==> src/core/civ_params.svh <==
// Constants for the interrupt vector logic: bit positions, vectors, resets
`ifndef CIV_PARAMS_SVH
`define CIV_PARAMS_SVH

// ----------------------------------------------------------------
// Register offsets on the plain register port
// ----------------------------------------------------------------
`define CIV_OFS_CPU_STATUS 4'h0
`define CIV_OFS_IRQ_STATUS 4'h1
`define CIV_OFS_TIMER_ZERO_STATUS 4'h2
`define CIV_OFS_PERIPH_FLAGS 4'h3
`define CIV_OFS_PERIPH_ENABLES 4'h4
`define CIV_OFS_TOP_OF_STACK 4'h5

// ----------------------------------------------------------------
// Field positions
// ----------------------------------------------------------------
`define CIV_BIT_GLINT_DIS 4
`define CIV_BIT_EXT_EN 0
`define CIV_BIT_TIMER_ZERO_EN 1
`define CIV_BIT_TCK_EN 2
`define CIV_BIT_PERIPH_GEN 3
`define CIV_BIT_EXT_FLAG 4
`define CIV_BIT_TIMER_ZERO_FLAG 5
`define CIV_BIT_TCK_FLAG 6
`define CIV_BIT_PERIPH_FLAG 7
`define CIV_BIT_EXT_EDGE 7
`define CIV_BIT_TCK_EDGE 6

// ----------------------------------------------------------------
// Vectors and reset values
// ----------------------------------------------------------------
`define CIV_VEC_EXT 16'h0008
`define CIV_VEC_TIMER_ZERO 16'h0010
`define CIV_VEC_TCK 16'h0018
`define CIV_VEC_PERIPH 16'h0020
`define CIV_RST_CPU_STATUS 8'h10
`define CIV_RST_IRQ_STATUS 8'h00
`define CIV_RST_TIMER_ZERO_STATUS 8'h00
`define CIV_RST_PERIPH_EN 8'h00
`define CIV_RST_STACK_PTR 4'h0

`endif

==> src/core/civ_pkg.sv <==
// Types shared by the interrupt vector logic
package civ_pkg;
    typedef logic [7:0] civ_byte_t;
    typedef logic [15:0] civ_addr_t;
    typedef enum logic [1:0] {
        CIV_ST_IDLE = 2'b01,
        CIV_ST_ENTRY = 2'b10
    } civ_state_e;
endpackage : civ_pkg

==> src/core/civ_vector_logic.sv <==
// Interrupt gathering, masking, priority and vectoring for the core
//
// Notes on behaviour
// - Global disable clear allows unmasked interrupts
// - Reset sets the global disable bit
// - Each source has its own enable
// - Peripheral global enable gates peripheral requests
// - Return clears disable, pops program counter
// - Taking interrupt sets global disable
// - Taking interrupt pushes return, loads vector
// - Highest priority pending source wins
// - External pin: vector 0008h, priority 1
// - Timer overflow: vector 0010h, priority 2
// - Timer clock pin: vector 0018h, priority 3
// - Peripherals: vector 0020h, lowest priority 4
// - Pin and timer flags set regardless of any enable
// - External pin edge chosen by select bit
// - External edge sets flag bit 4
// - Timer clock pin edge chosen by bit
// - Timer clock edge sets flag bit 6
// - Peripheral flag is read-only masked OR
// - Only return address is saved
//
// Decided for this implementation: the register addresses and the address-and-strobe port.
`include "civ_params.svh"

module civ_vector_logic
    import civ_pkg::*;
#(
    parameter int NUM_PERIPH = 8,
    parameter int STACK_DEPTH = 16
) (
    input wire logic mclk,
    input wire logic rst,
    input wire logic [3:0] reg_addr,
    input wire logic [7:0] reg_wdata,
    input wire logic reg_wr,
    input wire logic reg_rd,
    output logic [7:0] reg_rdata,
    input wire logic ext_irq_pin,
    input wire logic timer_clk_in_pin,
    input wire logic timer0_overflow,
    input wire logic [NUM_PERIPH-1:0] periph_flag_in,
    input wire logic irq_ack,
    input wire logic [15:0] return_addr,
    input wire logic return_from_interrupt,
    output logic irq_req,
    output logic [15:0] irq_vector,
    output logic vector_load,
    output logic [15:0] new_pc,
    output logic [3:0] stack_ptr,
    output logic stack_overflow
);

    // ------------------------------------------------------------
    // Elaboration checks
    // ------------------------------------------------------------
    if (NUM_PERIPH < 1 || NUM_PERIPH > 8) begin : g_bad_periph
        $error("NUM_PERIPH must be 1 to 8");
    end
    if (STACK_DEPTH != 16) begin : g_bad_depth
        $error("STACK_DEPTH must be 16 for a 4-bit pointer");
    end

    // ------------------------------------------------------------
    // State
    // ------------------------------------------------------------
    civ_byte_t cpu_status_reg_q;
    civ_byte_t irq_ctrl_q;
    civ_byte_t timer0_status_reg_q;
    civ_byte_t periph_enable_regs_q;
    logic ext_pin_irq_flag_q;
    logic timer0_overflow_flag_q;
    logic timer_clk_pin_irq_flag_q;
    logic [2:0] ext_sync_q;
    logic [2:0] tck_sync_q;
    logic ext_level_q;
    logic tck_level_q;
    civ_addr_t stack_q [STACK_DEPTH];
    logic [3:0] sp_q;
    logic ovf_q;
    civ_state_e state_q;
    civ_addr_t vec_q;
    logic load_q;
    civ_addr_t pc_q;
    civ_byte_t rdata_q;

    logic global_irq_disable;
    logic periph_irq_global_enable;
    logic periph_irq_flag;
    logic ext_edge;
    logic tck_edge;
    logic ext_pend;
    logic timer_zero_pend;
    logic tck_pend;
    logic per_pend;
    logic take;
    civ_addr_t vec_d;
    logic wr_irq;
    civ_byte_t irq_status_ctrl_reg;

    assign global_irq_disable = cpu_status_reg_q[`CIV_BIT_GLINT_DIS];
    assign periph_irq_global_enable = irq_ctrl_q[`CIV_BIT_PERIPH_GEN];
    assign wr_irq = reg_wr && reg_addr == `CIV_OFS_IRQ_STATUS;

    // ------------------------------------------------------------
    // Pin synchronisers and edge detection
    // ------------------------------------------------------------
    // Three stages; an edge counts once stages two and three agree
    always_ff @(posedge mclk or posedge rst) begin
        if (rst) begin
            ext_sync_q <= 3'h0;
            tck_sync_q <= 3'h0;
            ext_level_q <= 1'b0;
            tck_level_q <= 1'b0;
        end else begin
            ext_sync_q <= {ext_sync_q[1:0], ext_irq_pin};
            tck_sync_q <= {tck_sync_q[1:0], timer_clk_in_pin};
            if (ext_sync_q[1] == ext_sync_q[2]) begin
                ext_level_q <= ext_sync_q[2];
            end
            if (tck_sync_q[1] == tck_sync_q[2]) begin
                tck_level_q <= tck_sync_q[2];
            end
        end
    end

    // Edge polarity per select bit; one edge gives one pulse
    always_comb begin
        logic ext_new;
        logic tck_new;
        ext_new = (ext_sync_q[1] == ext_sync_q[2]) ? ext_sync_q[2]
            : ext_level_q;
        tck_new = (tck_sync_q[1] == tck_sync_q[2]) ? tck_sync_q[2]
            : tck_level_q;
        if (timer0_status_reg_q[`CIV_BIT_EXT_EDGE]) begin
            ext_edge = ext_new && !ext_level_q;
        end else begin
            ext_edge = !ext_new && ext_level_q;
        end
        if (timer0_status_reg_q[`CIV_BIT_TCK_EDGE]) begin
            tck_edge = tck_new && !tck_level_q;
        end else begin
            tck_edge = !tck_new && tck_level_q;
        end
    end

    // ------------------------------------------------------------
    // Flags: set ignores enables and wins over a software clear
    // ------------------------------------------------------------
    always_ff @(posedge mclk or posedge rst) begin
        if (rst) begin
            ext_pin_irq_flag_q <= 1'b0;
            timer0_overflow_flag_q <= 1'b0;
            timer_clk_pin_irq_flag_q <= 1'b0;
        end else begin
            if (ext_edge) begin
                ext_pin_irq_flag_q <= 1'b1;
            end else if (wr_irq) begin
                ext_pin_irq_flag_q <= reg_wdata[`CIV_BIT_EXT_FLAG];
            end
            if (timer0_overflow) begin
                timer0_overflow_flag_q <= 1'b1;
            end else if (wr_irq) begin
                timer0_overflow_flag_q <= reg_wdata[`CIV_BIT_TIMER_ZERO_FLAG];
            end
            if (tck_edge) begin
                timer_clk_pin_irq_flag_q <= 1'b1;
            end else if (wr_irq) begin
                timer_clk_pin_irq_flag_q <= reg_wdata[`CIV_BIT_TCK_FLAG];
            end
        end
    end

    // Read-only peripheral summary
    assign periph_irq_flag =
        |(periph_flag_in & periph_enable_regs_q[NUM_PERIPH-1:0]);

    // Status/control byte as software sees it
    always_comb begin
        irq_status_ctrl_reg = irq_ctrl_q;
        irq_status_ctrl_reg[`CIV_BIT_EXT_FLAG] = ext_pin_irq_flag_q;
        irq_status_ctrl_reg[`CIV_BIT_TIMER_ZERO_FLAG] = timer0_overflow_flag_q;
        irq_status_ctrl_reg[`CIV_BIT_TCK_FLAG] = timer_clk_pin_irq_flag_q;
        irq_status_ctrl_reg[`CIV_BIT_PERIPH_FLAG] = periph_irq_flag;
    end

    // ------------------------------------------------------------
    // Masking and fixed priority
    // ------------------------------------------------------------
    assign ext_pend = ext_pin_irq_flag_q
        && irq_ctrl_q[`CIV_BIT_EXT_EN];
    assign timer_zero_pend = timer0_overflow_flag_q
        && irq_ctrl_q[`CIV_BIT_TIMER_ZERO_EN];
    assign tck_pend = timer_clk_pin_irq_flag_q
        && irq_ctrl_q[`CIV_BIT_TCK_EN];
    assign per_pend = periph_irq_flag && periph_irq_global_enable;

    // Lower vector wins; the peripheral vector comes last
    always_comb begin
        if (ext_pend) begin
            vec_d = `CIV_VEC_EXT;
        end else if (timer_zero_pend) begin
            vec_d = `CIV_VEC_TIMER_ZERO;
        end else if (tck_pend) begin
            vec_d = `CIV_VEC_TCK;
        end else begin
            vec_d = `CIV_VEC_PERIPH;
        end
    end

    // Request only while the global disable is clear
    assign irq_req = !global_irq_disable && state_q == CIV_ST_IDLE
        && (ext_pend || timer_zero_pend || tck_pend || per_pend);
    assign take = irq_req && irq_ack;
    assign irq_vector = vec_d;

    // ------------------------------------------------------------
    // Control registers
    // ------------------------------------------------------------
    // Entry sets the disable; a same-cycle return loses to entry
    always_ff @(posedge mclk or posedge rst) begin
        if (rst) begin
            cpu_status_reg_q <= `CIV_RST_CPU_STATUS;
            irq_ctrl_q <= `CIV_RST_IRQ_STATUS;
            timer0_status_reg_q <= `CIV_RST_TIMER_ZERO_STATUS;
            periph_enable_regs_q <= `CIV_RST_PERIPH_EN;
        end else begin
            if (reg_wr && reg_addr == `CIV_OFS_CPU_STATUS) begin
                cpu_status_reg_q <= reg_wdata;
            end
            if (take) begin
                cpu_status_reg_q[`CIV_BIT_GLINT_DIS] <= 1'b1;
            end else if (return_from_interrupt
                && state_q == CIV_ST_IDLE) begin
                cpu_status_reg_q[`CIV_BIT_GLINT_DIS] <= 1'b0;
            end
            if (wr_irq) begin
                irq_ctrl_q <= {4'h0, reg_wdata[3:0]};
            end
            if (reg_wr && reg_addr == `CIV_OFS_TIMER_ZERO_STATUS) begin
                timer0_status_reg_q <= reg_wdata;
            end
            if (reg_wr && reg_addr == `CIV_OFS_PERIPH_ENABLES) begin
                periph_enable_regs_q <= reg_wdata;
            end
        end
    end

    // ------------------------------------------------------------
    // Hardware stack: holds only the return program counter
    // ------------------------------------------------------------
    always_ff @(posedge mclk or posedge rst) begin
        if (rst) begin
            sp_q <= `CIV_RST_STACK_PTR;
            ovf_q <= 1'b0;
            pc_q <= 16'h0000;
            load_q <= 1'b0;
            vec_q <= 16'h0000;
            state_q <= CIV_ST_IDLE;
            for (int i = 0; i < STACK_DEPTH; i++) begin
                stack_q[i] <= 16'h0000;
            end
        end else begin
            load_q <= 1'b0;
            case (state_q)
                CIV_ST_IDLE: begin
                    if (take) begin
                        stack_q[sp_q] <= return_addr;
                        sp_q <= sp_q + 4'h1;
                        ovf_q <= ovf_q || sp_q == 4'hf;
                        vec_q <= vec_d;
                        pc_q <= vec_d;
                        load_q <= 1'b1;
                        state_q <= CIV_ST_ENTRY;
                    end else if (return_from_interrupt) begin
                        pc_q <= stack_q[sp_q - 4'h1];
                        sp_q <= sp_q - 4'h1;
                        load_q <= 1'b1;
                    end
                end
                CIV_ST_ENTRY: begin
                    // One dead cycle mirrors the dummy fetch of entry
                    state_q <= CIV_ST_IDLE;
                end
                default: begin
                    state_q <= CIV_ST_IDLE;
                end
            endcase
        end
    end

    assign vector_load = load_q;
    assign new_pc = pc_q;
    assign stack_ptr = sp_q;
    assign stack_overflow = ovf_q;

    // ------------------------------------------------------------
    // Read port: data stands the cycle after the strobe
    // ------------------------------------------------------------
    always_ff @(posedge mclk or posedge rst) begin
        if (rst) begin
            rdata_q <= 8'h00;
        end else if (reg_rd) begin
            case (reg_addr)
                `CIV_OFS_CPU_STATUS: rdata_q <= cpu_status_reg_q;
                `CIV_OFS_IRQ_STATUS: rdata_q <= irq_status_ctrl_reg;
                `CIV_OFS_TIMER_ZERO_STATUS: rdata_q <= timer0_status_reg_q;
                `CIV_OFS_PERIPH_FLAGS: rdata_q <=
                    8'(periph_flag_in);
                `CIV_OFS_PERIPH_ENABLES: rdata_q <= periph_enable_regs_q;
                `CIV_OFS_TOP_OF_STACK: rdata_q <= 8'(vec_q);
                default: rdata_q <= 8'h00;
            endcase
        end else begin
            rdata_q <= 8'h00;
        end
    end
    assign reg_rdata = rdata_q;

    // ------------------------------------------------------------
    // Checks
    // ------------------------------------------------------------
    gate_block_a: assert property (@(posedge mclk) disable iff (rst)
        global_irq_disable |-> !irq_req)
        else $error("request while globally disabled");

    entry_disable_a: assert property (@(posedge mclk) disable iff (rst)
        take |=> global_irq_disable)
        else $error("entry did not set global disable");

    entry_vector_a: assert property (@(posedge mclk) disable iff (rst)
        take |=> vector_load && new_pc == $past(irq_vector))
        else $error("vector not loaded on entry");

    ext_priority_a: assert property (@(posedge mclk) disable iff (rst)
        ext_pend |-> irq_vector == 16'h0008)
        else $error("external pin lost priority");

    timer_zero_priority_a: assert property (@(posedge mclk) disable iff (rst)
        !ext_pend && timer_zero_pend |-> irq_vector == 16'h0010)
        else $error("timer vector wrong");

    tck_priority_a: assert property (@(posedge mclk) disable iff (rst)
        !ext_pend && !timer_zero_pend && tck_pend
        |-> irq_vector == 16'h0018)
        else $error("timer pin vector wrong");

    periph_gate_a: assert property (@(posedge mclk) disable iff (rst)
        !periph_irq_global_enable && !ext_pend && !timer_zero_pend && !tck_pend
        |-> !irq_req)
        else $error("peripheral passed global enable");

    return_pop_a: assert property (@(posedge mclk) disable iff (rst)
        return_from_interrupt && !take && state_q == CIV_ST_IDLE
        |=> !global_irq_disable && stack_ptr == $past(stack_ptr) - 4'h1)
        else $error("return did not pop and enable");

    flag_set_a: assert property (@(posedge mclk) disable iff (rst)
        timer0_overflow |=> timer0_overflow_flag_q)
        else $error("overflow flag not set");

endmodule : civ_vector_logic

==> config.mk <==
export PLATFORM = sky130hd
export DESIGN_NAME = civ_vector_logic
export DESIGN_NICKNAME = d
export VERILOG_FILES = /design/src/core/civ_pkg.sv /design/src/core/civ_vector_logic.sv
export VERILOG_INCLUDE_DIRS = /design/src /design/src/core
export SDC_FILE = /design/constraint.sdc
export NUM_CORES = 1
export LEC_CHECK = 0
export BUFFER_PORTS_ARGS = -buffer_cell sky130_fd_sc_hd__buf_2
export CORE_ASPECT_RATIO = 0.7
export CORE_MARGIN = 2
export CORE_UTILIZATION = 45
export CTS_BUF_LIST = sky130_fd_sc_hd__clkbuf_8 sky130_fd_sc_hd__clkbuf_16
export DETAILED_ROUTE_END_ITERATION = 8
export GPL_TIMING_DRIVEN = 0
export SLEW_MARGIN = 20
export SYNTH_ARGS = -nofsm -noshare
export SYNTH_HDL_FRONTEND = slang
export SYNTH_SLANG_ARGS = --single-unit
==> constraint.sdc <==
create_clock -name mclk -period 16.53 [get_ports mclk]
set_clock_uncertainty 0.2 [all_clocks]
set_input_delay 0.8265 -clock mclk [delete_from_list [all_inputs] [get_ports mclk]]
set_output_delay 0.8265 -clock mclk [all_outputs]
set_load 0.01 [all_outputs]
* After elaboration in Yosys (flattened, before gate mapping)
Cells that the tools add are included.
** Word-level totals
- Input bits :: 45
- Output and inout bits :: 47
- Register bits after elaboration :: 333
- Logic and storage cells :: 121
** Operators by class
- $add $sub $neg :: 2
- Mux-type cells :: 33
- Magnitude comparators :: 3
- Bitwise operators :: 3
- Reductions and logical operators :: 35
- Equality and inequality tests :: 10
** Operator list (count)
- 256-bit bitwise mux :: 1
- 16-bit two-way mux :: 5
- 16-bit binary-select mux with 4-bit select :: 1
- 16-bit demux with 4-bit select :: 1
- 8-bit case mux with 6 select lines :: 1
- 6-bit two-way mux :: 3
- 1-bit logical AND :: 17
- 1-bit two-way mux :: 15
- 5-bit >= comparator (second input constant) :: 2
- 4-bit inverter with 5-bit output :: 2
- 8-bit bitwise AND :: 1
- 4-bit by 2-bit equality test with 1-bit output (second input constant) :: 2
- 4-bit by 3-bit equality test with 1-bit output (second input constant) :: 2
- 4-bit two-way mux :: 2
- 8-bit two-way mux :: 1
- 2-bit nonzero test :: 4
- 8-bit OR reduction :: 1
- 1-bit zero test :: 5
- 5-bit by 1-bit < comparator with 1-bit output (second input constant) :: 1
- 5-bit two-way mux :: 1
- 4-bit by 1-bit adder with 4-bit output (second input constant) :: 1
- 4-bit by 1-bit equality test with 1-bit output (second input constant) :: 1
- 4-bit equality test (second input constant) :: 1
- 4-bit zero test :: 1
- 8 further kinds :: 14

* Depth between registers and ports, before layout
Gate-level depths: netlist (run 1).
- Depth in word-level cells :: 8
- Gate-level depth with buffers :: 13
- Depth with buffers taken out :: 7

* Least setup slack after synthesis (run 1)
No wires, ideal clock.
- Path type :: reg-to-reg
- Start :: reg sp_q[0], in the netlist stack_ptr[0]
- End :: reg pc_q[1], in the netlist new_pc[1]
- Setup slack :: 12.674 ns
- Data arrival time :: 3.520 ns
- Path buffers :: 6
- Clock period less this slack :: 3.856 ns
- Stages on the path, launching flop included :: 13
- Cell sequence :: dfrtp_1 > clkbuf_1 > buf_2 > buf_2 > buf_2 > inv_1 > ha_1 > buf_1 > buf_1 > mux4_2 > mux2_2 > a22oi_1 > a21oi_1
** Between the ends
- Longest elaborated chain between the ends :: 7
** Ends and longest elaborated chain
- start, declared :: RTL line civ_vector_logic.sv:80 : logic [3:0] sp_q;
- start signal, assigned :: RTL line civ_vector_logic.sv:255 : sp_q <= `CIV_RST_STACK_PTR;
- start signal, assigned :: RTL line civ_vector_logic.sv:270 : sp_q <= sp_q + 4'h1;
- start signal, assigned :: RTL line civ_vector_logic.sv:278 : sp_q <= sp_q - 4'h1;
- 4-bit by 1-bit subtractor with 4-bit output :: RTL line civ_vector_logic.sv:277 : pc_q <= stack_q[sp_q - 4'h1];
- 4-bit inverter with 5-bit output (not written as such) :: RTL line civ_vector_logic.sv:277
- 16-bit binary-select mux with 4-bit select :: RTL line civ_vector_logic.sv:277
- 16-bit two-way mux (not written as such) (2 in a row) :: RTL line civ_vector_logic.sv:277
- 16-bit two-way mux :: RTL line civ_vector_logic.sv:276 : end else if (return_from_interrupt) begin
- 16-bit two-way mux :: RTL line civ_vector_logic.sv:268 : if (take) begin
- end signal, assigned :: RTL line civ_vector_logic.sv:273 : pc_q <= vec_d;
- end signal, assigned :: RTL line civ_vector_logic.sv:277
- end, declared :: RTL line civ_vector_logic.sv:85 : civ_addr_t pc_q;
No other way between the ends. The select of a mux whose other input is x is not followed.
A chain may end at the register's enable or synchronous reset.

* Worst setup path after layout (run 1)
- Start :: reg sp_q[0], in the netlist stack_ptr[0]
- End :: reg pc_q[9], in the netlist new_pc[9]
The elaborated chain is that of the path after synthesis.

==> results.ini, run 1 <==
[run_status]
status = finished clean

[die]
num_rows = 55
dieArea_mm2 = 0.0348
die_h_um = 157
core_area_mm2 = 0.0326
ioPinCount = 92
die_x_um = 222
start_util_pct = 46.1

[worst_setup_path]
crit_fanout = 10
path_common_cell = buf_2
critPathRequiredTime_ns = 16.70
arrival_ns = 5.54
ff2ff_path_depth = 12
worstSetupEndpointType = flip-flop
r2r-end = new_pc[9]$_DFFE_PP0P_
cp-start-kind = flip-flop
max_stage_delay_ns = 0.87
reg2reg_slack_ns = 11.16
cpMaxStageDelayCell = buf_1
path_class = reg -> reg
path_cells = clkbuf_1, buf_2, buf_2, buf_2, inv_1, ha_1, buf_2, buf_1, mux4_2, mux2_2, a22oi_1, a21oi_1
r2r-start = stack_ptr[0]$_DFFE_PP0P_

[power_and_ir_drop]
clockPowerShare_pct = 24.1
p_leak_nw = 8.14
p_per_area_mw_per_mm2 = 186
irDropWorstVdd_mv = 0.120
swShare_pct = 32.5
power_switching_w = 0.00104
pwr-share-seq_pct = 38.4
power_w = 0.00320
power_frac_comb_pct = 37.4
internal_power_w = 0.00216

[finish]
fin_area_mm2 = 0.0172
area_delta_synth_final_pct = 14.5
drive_above_1_share_pct = 48.4
multiInputGateArea_mm2 = 0.00635
seqCellArea_mm2 = 0.00826
antenna_cells = 0
nets = 1152
fill_cells = 2779

[placement]
dpl-instance-area_mm2 = 0.0161
numPortBuffers = 75
place_congestion = 0.766
dpl.hpwl_mm = 24.5

[sta]
fin_tns_setup_ns = 0
maxSlewViolCount = 0
rsz0062_at_grt = no
finalSetupViolations = 0
worst_slew_margin_rel_pct = 27.2
fmax_mhz = 186
fin_crit_sh_pct = 32.5
tightestPinTransition_ns = 1.09
finalHoldViolCount = 0
layout_min_cycle_time_ns = 5.37

[clock_network]
root_buffer = clkbuf_16
clockBufferDepth = 3
clkLatencyLatePin_ns = 0.52
htree_num_levels = 2
clkTransAtPathRegs_ns = 0.06
numClockSinks = 330
cts_hold_buf = 0
cts_tree = done
cts_resized = 0
post_cts_buffers = 0
cts_made_buffers = 34

[logic_synthesis]
synthArstFlopShare_pct = 100
synth_top_cell_by_area = dfrtp_1
ys_ff_latch = 330
yosysSeqAreaShare_pct = 55.1
synth_top_area_share_pct = 54.7
syn-cell-area_mm2 = 0.0150
ys_types = 54
synthCells = 976
synth_edf_count = 0
yosysWarnings = 0
ys.flop_type = dfrtp_1
netlist_top_cells_area = dfrtp_1, mux2_2, mux4_2
avgSynthCellArea_um2 = 15.4

[drt]
wirelength_mm = 38.4
ant_nets = 0
dr.pass1.iters = 5
vias = 8892
vias_per_cell = 5.73
post-route-drc-count = 0
drt_iter0_drc = 684
routedWlPerCell_um = 24.7

[hold_path]
hold_class = reg -> reg
hold_end = ext_sync_q[1]$_DFF_PP0_
timing.hold.worst.start = ext_sync_q[0]$_DFF_PP0_
hold_path_depth = 0

[global_route]
grt_max_degree = 92
antenna_found_initial = 0
grt_use_total_pct = 22.9
grt_pass1_wl_mm = 58.9
first_global_vias = 8965
gr-total-overflow = 0

[flow_run]
drv_cap = 0

==> worst max path at each step <==
stage	to	startpoint
2_1_floorplan	cpu_status_reg_q[0]$_DFFE_PP0P_	rst
3_3_place_gp	reg_rdata[1]$_DFF_PP0_	rst
3_5_place_dp	new_pc[1]$_DFFE_PP0P_	stack_ptr[0]$_DFFE_PP0P_
4_1_cts	new_pc[1]$_DFFE_PP0P_	stack_ptr[0]$_DFFE_PP0P_
5_1_grt	new_pc[3]$_DFFE_PP0P_	stack_ptr[0]$_DFFE_PP0P_
6_report	new_pc[9]$_DFFE_PP0P_	stack_ptr[0]$_DFFE_PP0P_
==> power groups by stage <==
stage                     Sequential (W)  Combinational [W]  Clock, W
final                            0.00123            0.00120  0.000773
after global routing             0.00126            0.00128  0.000821
after CTS                        0.00123            0.00120  0.000788
after detailed placement         0.00124            0.00120         0
after global placement           0.00123            0.00118         0
after floorplan                  0.00120           0.000875         0
==> cells in the final DEF, fill, tap and decap left out, drive strengths merged, types with 5 or more instances in the layout <==
master,netlist,layout
nand2,31,31
nand3,10,10
mux2,317,317
a22o,6,6
a21oi,25,25
buf,48,124
nand4,6,6
mux4,64,64
ha,5,5
conb,1,13
mux2i,9,9
inv,4,16
nor2,11,11
dfrtp,328,328
a22oi,20,20
clkbuf,34,81
a222oi,8,8
==> worst max-delay path, delay by kind of cell (launching register included) <==
family                     cells  cell delay, ns
AOI/OAI and AO/OA              2            0.42
DFF                            1            0.44
muxes                          2            0.69
buffers and inverters          7            3.07
adders and majority gates      1            0.38
==> metal layers <==
| layer | track usage, % | routed length, um | part of all wire [%] | vias up |
|---|---|---|---|---|
| li1 | - | - | - | 3880 |
| met1 | 36.0 | 19600 | 51 | 4744 |
| met2 | 32.9 | 16300 | 43 | 215 |
| met3 | 4.00 | 1810 | 4.7 | 53 |
| met4 | 4.89 | 622 | 1.6 | 0 |
| met5 | 0 | 0 | 0 | - |
==> logic make-up after synthesis <==
group	Yosys count	synth area share, %
XOR/XNOR	5	0.292
other	1	0.0250
buffers and inverters	86	2.94
AND/OR/NAND/NOR	84	3.13
multiplexers	390	34.5
adder cells (fa/ha/maj)	7	0.550
AO/OA/AOI/OAI	73	3.51
flip-flops	330	55.1
==> area by class of cell <==
cell class              instances  share of cell area [%]
plain buffers                  82                    2.51
clock buffers                  45                    6.03
clock inverters                14                   0.466
inverters                       4                   0.131
multi-input cells             572                    37.0
flip-flops and latches        330                    48.1
well taps                     427                    3.11
repair buffers                 78                    2.67
==> flip-flops by register name, indices dropped and copies added (netlist names), 2 cells and up <==
name                  count
ext_sync_q                3
cpu_status_reg_q          8
periph_enable_regs_q      8
state_q                   2
reg_rdata                 8
new_pc                   16
irq_ctrl_q                4
timer0_status_reg_q       8
stack_ptr                 4
tck_sync_q                3
vec_q                     3
stack_q                 256
==> synth_stat cells, types with 5 or more instances <==
cell type,count
dfrtp_1,328
mux2_2,275
a21oi_1,24
nor2_1,11
buf_1,9
ha_1,5
buf_6,5
nand3_1,10
clkbuf_1,33
a22o_1,6
a22oi_1,20
mux2i_1,9
mux2_1,22
buf_4,15
a222oi_1,8
mux2_4,20
buf_2,19
nand4_2,6
nand2_1,31
mux4_2,64
==> metrics by stage <==
step | utilization (%) | hold WS, ns | cells | worst slack [ns]
global route | 52.8 | 0.154 | 1552 | 10.90
floorplan | - | 0.131 | 988 | 6.37
detailed placement | 49.3 | 0.137 | 1493 | 10.86
global placement | 49.0 | 0.132 | 1490 | 2.45
CTS | 52.7 | 0.150 | 1552 | 10.85
finish | 52.8 | 0.148 | 1552 | 11.16
No activity file was read; power rests on OpenSTA's default activity.
==> inputs of run 2 (changes only) <==
Clock period 16.53 ns to 4.4 ns, I/O delays scaled along.
==> run 2 against run 1 <==
  * Cell count rose by 3.2%
  * Die area did not move
  * Non-clock buffer count rose by 50
  * Highest routed layer unchanged
==> results.ini, run 2 (synthesized netlist as in run 1, its figures left out) <==
[drt]
routedWlPerCell_um = 24.0  ; -3.0%
wirelength_mm = 38.4  ; about the same
vias_per_cell = 5.71  ; -0.29%
vias = 9146  ; +2.9%
post-route-drc-count = 0  ; unchanged
ant_nets = 0  ; unchanged
drt_iter0_drc = 689  ; +0.73%
dr.pass1.iters = 5  ; unchanged
dr_wl_met3_mm = 2.10  ; +16%
met1_length_mm = 19.0  ; -3.5%
dr_wl_met2_mm = 16.9  ; +3.2%
top_layer_used = met4

[finish]
area_delta_synth_final_pct = 19.0
largest_reg_flops = 256  ; unchanged
final_core_util_pct = 54.9  ; +2.1 points
regMostFlops = stack_q
final_common_cell = dfrtp_1
drive_above_1_share_pct = 48.3  ; -0.059 points
fill_cells = 2691  ; -3.2%
antenna_cells = 0  ; unchanged
layout_common_cells = dfrtp_1, mux2_2, buf_2
nets = 1202  ; +4.3%
stdcell_count = 1601  ; +3.2%
fin_area_mm2 = 0.0179  ; +4.0%

[die]
dieArea_mm2 = 0.0348  ; unchanged
ioPinCount = 92  ; unchanged
core_area_mm2 = 0.0326  ; unchanged
die_x_um = 222  ; unchanged
start_util_pct = 46.1  ; unchanged
die_h_um = 157  ; unchanged
num_rows = 55  ; unchanged

[sta]
fin_tns_setup_ns = 0  ; unchanged
rsz0062_at_grt = no
finalHoldViolCount = 0  ; unchanged
worst_slew_margin_rel_pct = 27.3  ; +0.16 points
layout_min_cycle_time_ns = 4.20  ; -1.17 ns
fin_crit_sh_pct = 95.5  ; +63 points
maxSlewViolCount = 0  ; unchanged
tightestPinTransition_ns = 1.09  ; -0.00247 ns
fmax_mhz = 238  ; +28%
finalSetupViolations = 0  ; unchanged
layout_setup_ws_ns = 0.199  ; -10.96 ns

[hold_path]
hold_class = in -> reg

[global_route]
gr-total-overflow = 0  ; unchanged
grt_pass1_wl_mm = 59.0  ; +0.20%
grt_max_degree = 34  ; -63%
antenna_found_initial = 0  ; unchanged
grt_use_total_pct = 22.8  ; -0.10 points
first_global_vias = 9263  ; +3.3%

[clock_network]
clkTransAtPathRegs_ns = 0.07  ; about the same
cts_tree = done
numClockSinks = 330  ; unchanged
root_buffer = clkbuf_16
post_cts_buffers = 0  ; unchanged
clkLatencyLatePin_ns = 0.52  ; about the same
htree_num_levels = 2  ; unchanged
cts_made_buffers = 34  ; unchanged
clockBufferDepth = 3  ; unchanged

[placement]
dpl-instance-area_mm2 = 0.0162  ; +1.2%
numPortBuffers = 75  ; unchanged
dpl_worst_slack_ns = -1.12  ; -11.97 ns
dp.cells = 1502  ; +0.60%
place_congestion = 0.783  ; +2.2%
dpl.hpwl_mm = 25.2  ; +3.2%

[run_status]
status = finished clean

[worst_setup_path]
max_stage_delay_ns = 0.42  ; -0.45 ns
cp-start-kind = flip-flop
path_common_cell = buf_4
worstSetupEndpointType = flip-flop
arrival_ns = 4.35  ; -1.19 ns
crit_fanout = 10  ; unchanged
critPathRequiredTime_ns = 4.55  ; -12.15 ns
cpMaxStageDelayCell = dfrtp_1
path_class = reg -> reg
path_cells = clkbuf_1, buf_4, buf_4, buf_4, inv_1, ha_1, clkbuf_4, clkbuf_4, mux4_2, mux2_2, a22oi_1, a21oi_1

[power_and_ir_drop]
irDropWorstVdd_mv = 0.309  ; +160%
p_per_area_mw_per_mm2 = 685  ; +270%
p_leak_nw = 8.43  ; +3.6%

[flow_run]
drv_cap = 0  ; unchanged

[run 2: metal layers]
metal	global-route usage [%]	vias up
met5	0	-
met4	4.73	0
met3	3.98	39
met2	33.8	242
met1	35.1	4869
li1	-	3996
[run 2: worst paths after layout]
check / startpoint / end / slack [ns] / cells after the start
setup reg to reg: stack_ptr[0]$_DFFE_PP0P_ / new_pc[1]$_DFFE_PP0P_ / 0.20 / 12
hold reg to reg: ext_sync_q[0]$_DFF_PP0_ / ext_sync_q[1]$_DFF_PP0_ / 0.15 / 0
max in group asynchronous: rst / stack_q[109]$_DFFE_PP0P_ / 2.41 / 8
setup / recovery: stack_ptr[0]$_DFFE_PP0P_ / new_pc[1]$_DFFE_PP0P_ / 0.20 / 12
min in group asynchronous: rst / stack_q[232]$_DFFE_PP0P_ / 0.17 / 3
hold / removal: reg_rd / reg_rdata[1]$_DFF_PP0_ / 0.03 / 3
[run 2: metrics by stage]
step | hold WS, ns | total power, W
finish | 0.0326 | 0.0122
global route | 0.0419 | 0.0129
CTS | 0.00212 | 0.0123
detailed placement | 0.133 | 0.00919
global placement | 0.130 | 0.00907
floorplan | 0.0514 | 0.00780
[run 2: report_power, final]
group	switching, W	internal, W	leakage [nW]
logic	0.00219	0.00241	3.53
clock network	0.00120	0.00181	0.599
registers	0.000535	0.00409	4.30
[run 2: repair_timing]
item                                    in CTS  in global routing
gates resized for setup                     22                  5
hold buffers                                41                  0
hold endpoints to repair                   162                  0
endpoints found under the setup margin      17                 11
[run 2: final cells by class]
type	instances	area, um2	share of cell area, %
flip-flops and latches	330	8260	46.3
clock buffers	43	986	5.52
inverters	4	18.8	0.105
multi-input cells	572	6370	35.6
repair buffers	128	1060	5.91
clock inverters	15	170	0.953
well taps	427	534	2.99
plain buffers	82	467	2.61
[run 2: critical path, delay by kind of cell (launching register included)]
kind | cells | cell delay [ns]
mux | 2 | 0.63
compound gates | 2 | 0.43
buf+inv | 7 | 1.95
flops | 1 | 0.42
fa+ha+maj | 1 | 0.37
==> inputs of run 3 (changes only) <==
Settings changed: BUFFER_PORTS_ARGS -buffer_cell sky130_fd_sc_hd__buf_2 to -buffer_cell sky130_fd_sc_hd__clkbuf_2.
==> run 3 against run 2 <==
  * Utilization unchanged
  * Hold slack improved by 0.0099 ns
  * Clock-buffer cell count is 3 higher
  * Power shrank 0.41%
  * Die area did not move
  * Largest cell class unchanged
  * Highest routed layer unchanged
==> results.ini, run 3 (synthesized netlist as in run 1, its figures left out) <==
[clock_network]
clkTransAtPathRegs_ns = 0.06  ; about the same
clockBufferDepth = 3  ; unchanged
cts_made_buffers = 34  ; unchanged
root_buffer = clkbuf_16
clkLatencyLatePin_ns = 0.54  ; +0.02 ns
htree_num_levels = 2  ; unchanged
numClockSinks = 330  ; unchanged
cts_tree = done

[hold_path]
hold_class = in -> reg

[global_route]
gr-total-overflow = 0  ; unchanged
grt_pass1_wl_mm = 59.5  ; +0.79%
grt_use_total_pct = 23.0  ; +0.19 points
antenna_found_initial = 0  ; unchanged
first_global_vias = 9337  ; +0.80%
grt_max_degree = 34  ; unchanged

[sta]
fin_crit_sh_pct = 94.6  ; -0.84 points
finalHoldViolCount = 0  ; unchanged
maxSlewViolCount = 0  ; unchanged
layout_min_cycle_time_ns = 4.16  ; -0.0369 ns
fmax_mhz = 240  ; +0.89%
finalSetupViolations = 0  ; unchanged
hold_slack_ns = 0.0424  ; +0.00986 ns
tightestPinTransition_ns = 1.13  ; +0.0431 ns
rsz0062_at_grt = no
worst_slew_margin_rel_pct = 24.4  ; -2.9 points
fin_tns_setup_ns = 0  ; unchanged

[drt]
routedWlPerCell_um = 24.0  ; about the same
wirelength_mm = 38.6  ; +0.50%
ant_nets = 0  ; unchanged
drt_iter0_drc = 713  ; +3.5%
post-route-drc-count = 0  ; unchanged
vias_per_cell = 5.69  ; -0.40%
dr.pass1.iters = 5  ; unchanged
vias = 9161  ; +0.16%

[run_status]
status = finished clean

[finish]
antenna_cells = 0  ; unchanged
fill_cells = 2708  ; +0.63%
final_core_util_pct = 54.9  ; unchanged
final_common_cell = dfrtp_1
regMostFlops = stack_q
drive_above_1_share_pct = 48.1  ; -0.20 points
largest_reg_flops = 256  ; unchanged
nets = 1210  ; +0.67%
layout_common_cells = dfrtp_1, mux2_2, clkbuf_2
area_delta_synth_final_pct = 19.0  ; unchanged

[power_and_ir_drop]
p_leak_nw = 8.44  ; about the same
p_per_area_mw_per_mm2 = 683  ; -0.41%
power_w = 0.0122  ; -0.41%
irDropWorstVdd_mv = 0.323  ; +4.5%

[worst_setup_path]
max_stage_delay_ns = 0.42  ; about the same
path_cells = clkbuf_1, buf_4, buf_6, buf_4, inv_1, ha_1, clkbuf_4, clkbuf_2, buf_6, mux4_2, mux2_2, a22oi_1, a21oi_1
critPathRequiredTime_ns = 4.55  ; about the same
cpMaxStageDelayCell = dfrtp_1
worstSetupEndpointType = flip-flop
critPathTopFamily = buffers and inverters
crit_fanout = 10  ; unchanged
arrival_ns = 4.32  ; -0.03 ns
path_class = reg -> reg
cp-start-kind = flip-flop
crit_buf_inv = 8  ; +1

[die]
die_h_um = 157  ; unchanged
num_rows = 55  ; unchanged
dieArea_mm2 = 0.0348  ; unchanged
start_util_pct = 46.1  ; unchanged
ioPinCount = 92  ; unchanged
die_x_um = 222  ; unchanged
core_area_mm2 = 0.0326  ; unchanged

[flow_run]
drv_cap = 0  ; unchanged

[placement]
numPortBuffers = 75  ; unchanged
place_congestion = 0.779  ; -0.51%
dpl.hpwl_mm = 25.5  ; +1.1%

[run 3: cell count changes in the layout (fill, tap and decap cells not counted), moves of 2 or more]
cell           previous run  this run
clkbuf_2                  4        82
dlygate4sd3_1            41        47
clkbuf_8                  8        11
buf_4                    21        18
buf_12                    8        10
bufinv_16                 4         1
buf_6                     5         8
buf_16                    4         1
buf_2                    93        17
clkinv_2                  3         5
[run 3: routing by layer]
metal / up-vias / track usage [%] / wire length (um)
met3: 48 / 5.09 / 2400
met5: - / 0 / 0
met1: 4863 / 34.5 / 18700
met4: 0 / 6.18 / 722
met2: 250 / 33.7 / 16800
li1: 4000 / - / -
[run 3: layout make-up]
cell class | instances | area (um2) | area share (%)
sequential | 330 | 8260 | 46.3
buffer | 82 | 462 | 2.59
inverter | 4 | 18.8 | 0.105
clock inverter | 13 | 86.3 | 0.483
tap | 427 | 534 | 2.99
timing repair buffer | 136 | 1110 | 6.22
clock buffer | 46 | 1030 | 5.75
multi-input combinational | 572 | 6360 | 35.6
[run 3: repair_timing]
action,4_1_cts,5_1_grt
gates resized for setup,20,5
endpoints found under the hold margin,209,0
hold buffers,47,0
buffers inserted,0,0
setup endpoints to repair,17,9
[run 3: metrics by stage]
stage               setup WS [ns]  std cells  area (um2)
floorplan                  -0.425        988       15100
global placement            -2.55       1490       16000
detailed placement          -1.17       1504       16200
CTS                        0.0555       1610       17800
global route               0.0569       1610       17900
finish                      0.236       1610       17900
[run 3: tightest hold or removal path, delay by kind of cell]
family	cells	cell delay [ns]
buffers and inverters	1	0.08
AND/OR/NAND/NOR	1	0.29
AO/OA/AOI/OAI	1	0.12
[run 3: final timing paths]
kind	from	end	slack, ns	cells past startpoint
max	stack_ptr[0]$_DFFE_PP0P_	new_pc[9]$_DFFE_PP0P_	0.24	13
min	reg_rd	reg_rdata[7]$_DFF_PP0_	0.04	3
max reg2reg	stack_ptr[0]$_DFFE_PP0P_	new_pc[9]$_DFFE_PP0P_	0.24	13
min reg2reg	ext_sync_q[0]$_DFF_PP0_	ext_sync_q[1]$_DFF_PP0_	0.15	0
max in group asynchronous	rst	stack_q[244]$_DFFE_PP0P_	1.99	9
min in group asynchronous	rst	stack_q[130]$_DFFE_PP0P_	0.58	4
[run 3: report_power, final]
part           total [W]  internal (W)  leakage (nW)  switching (W)
sequential       0.00463       0.00409          4.30       0.000538
combinational    0.00466       0.00245          3.55        0.00221
clock            0.00290       0.00169         0.581        0.00121
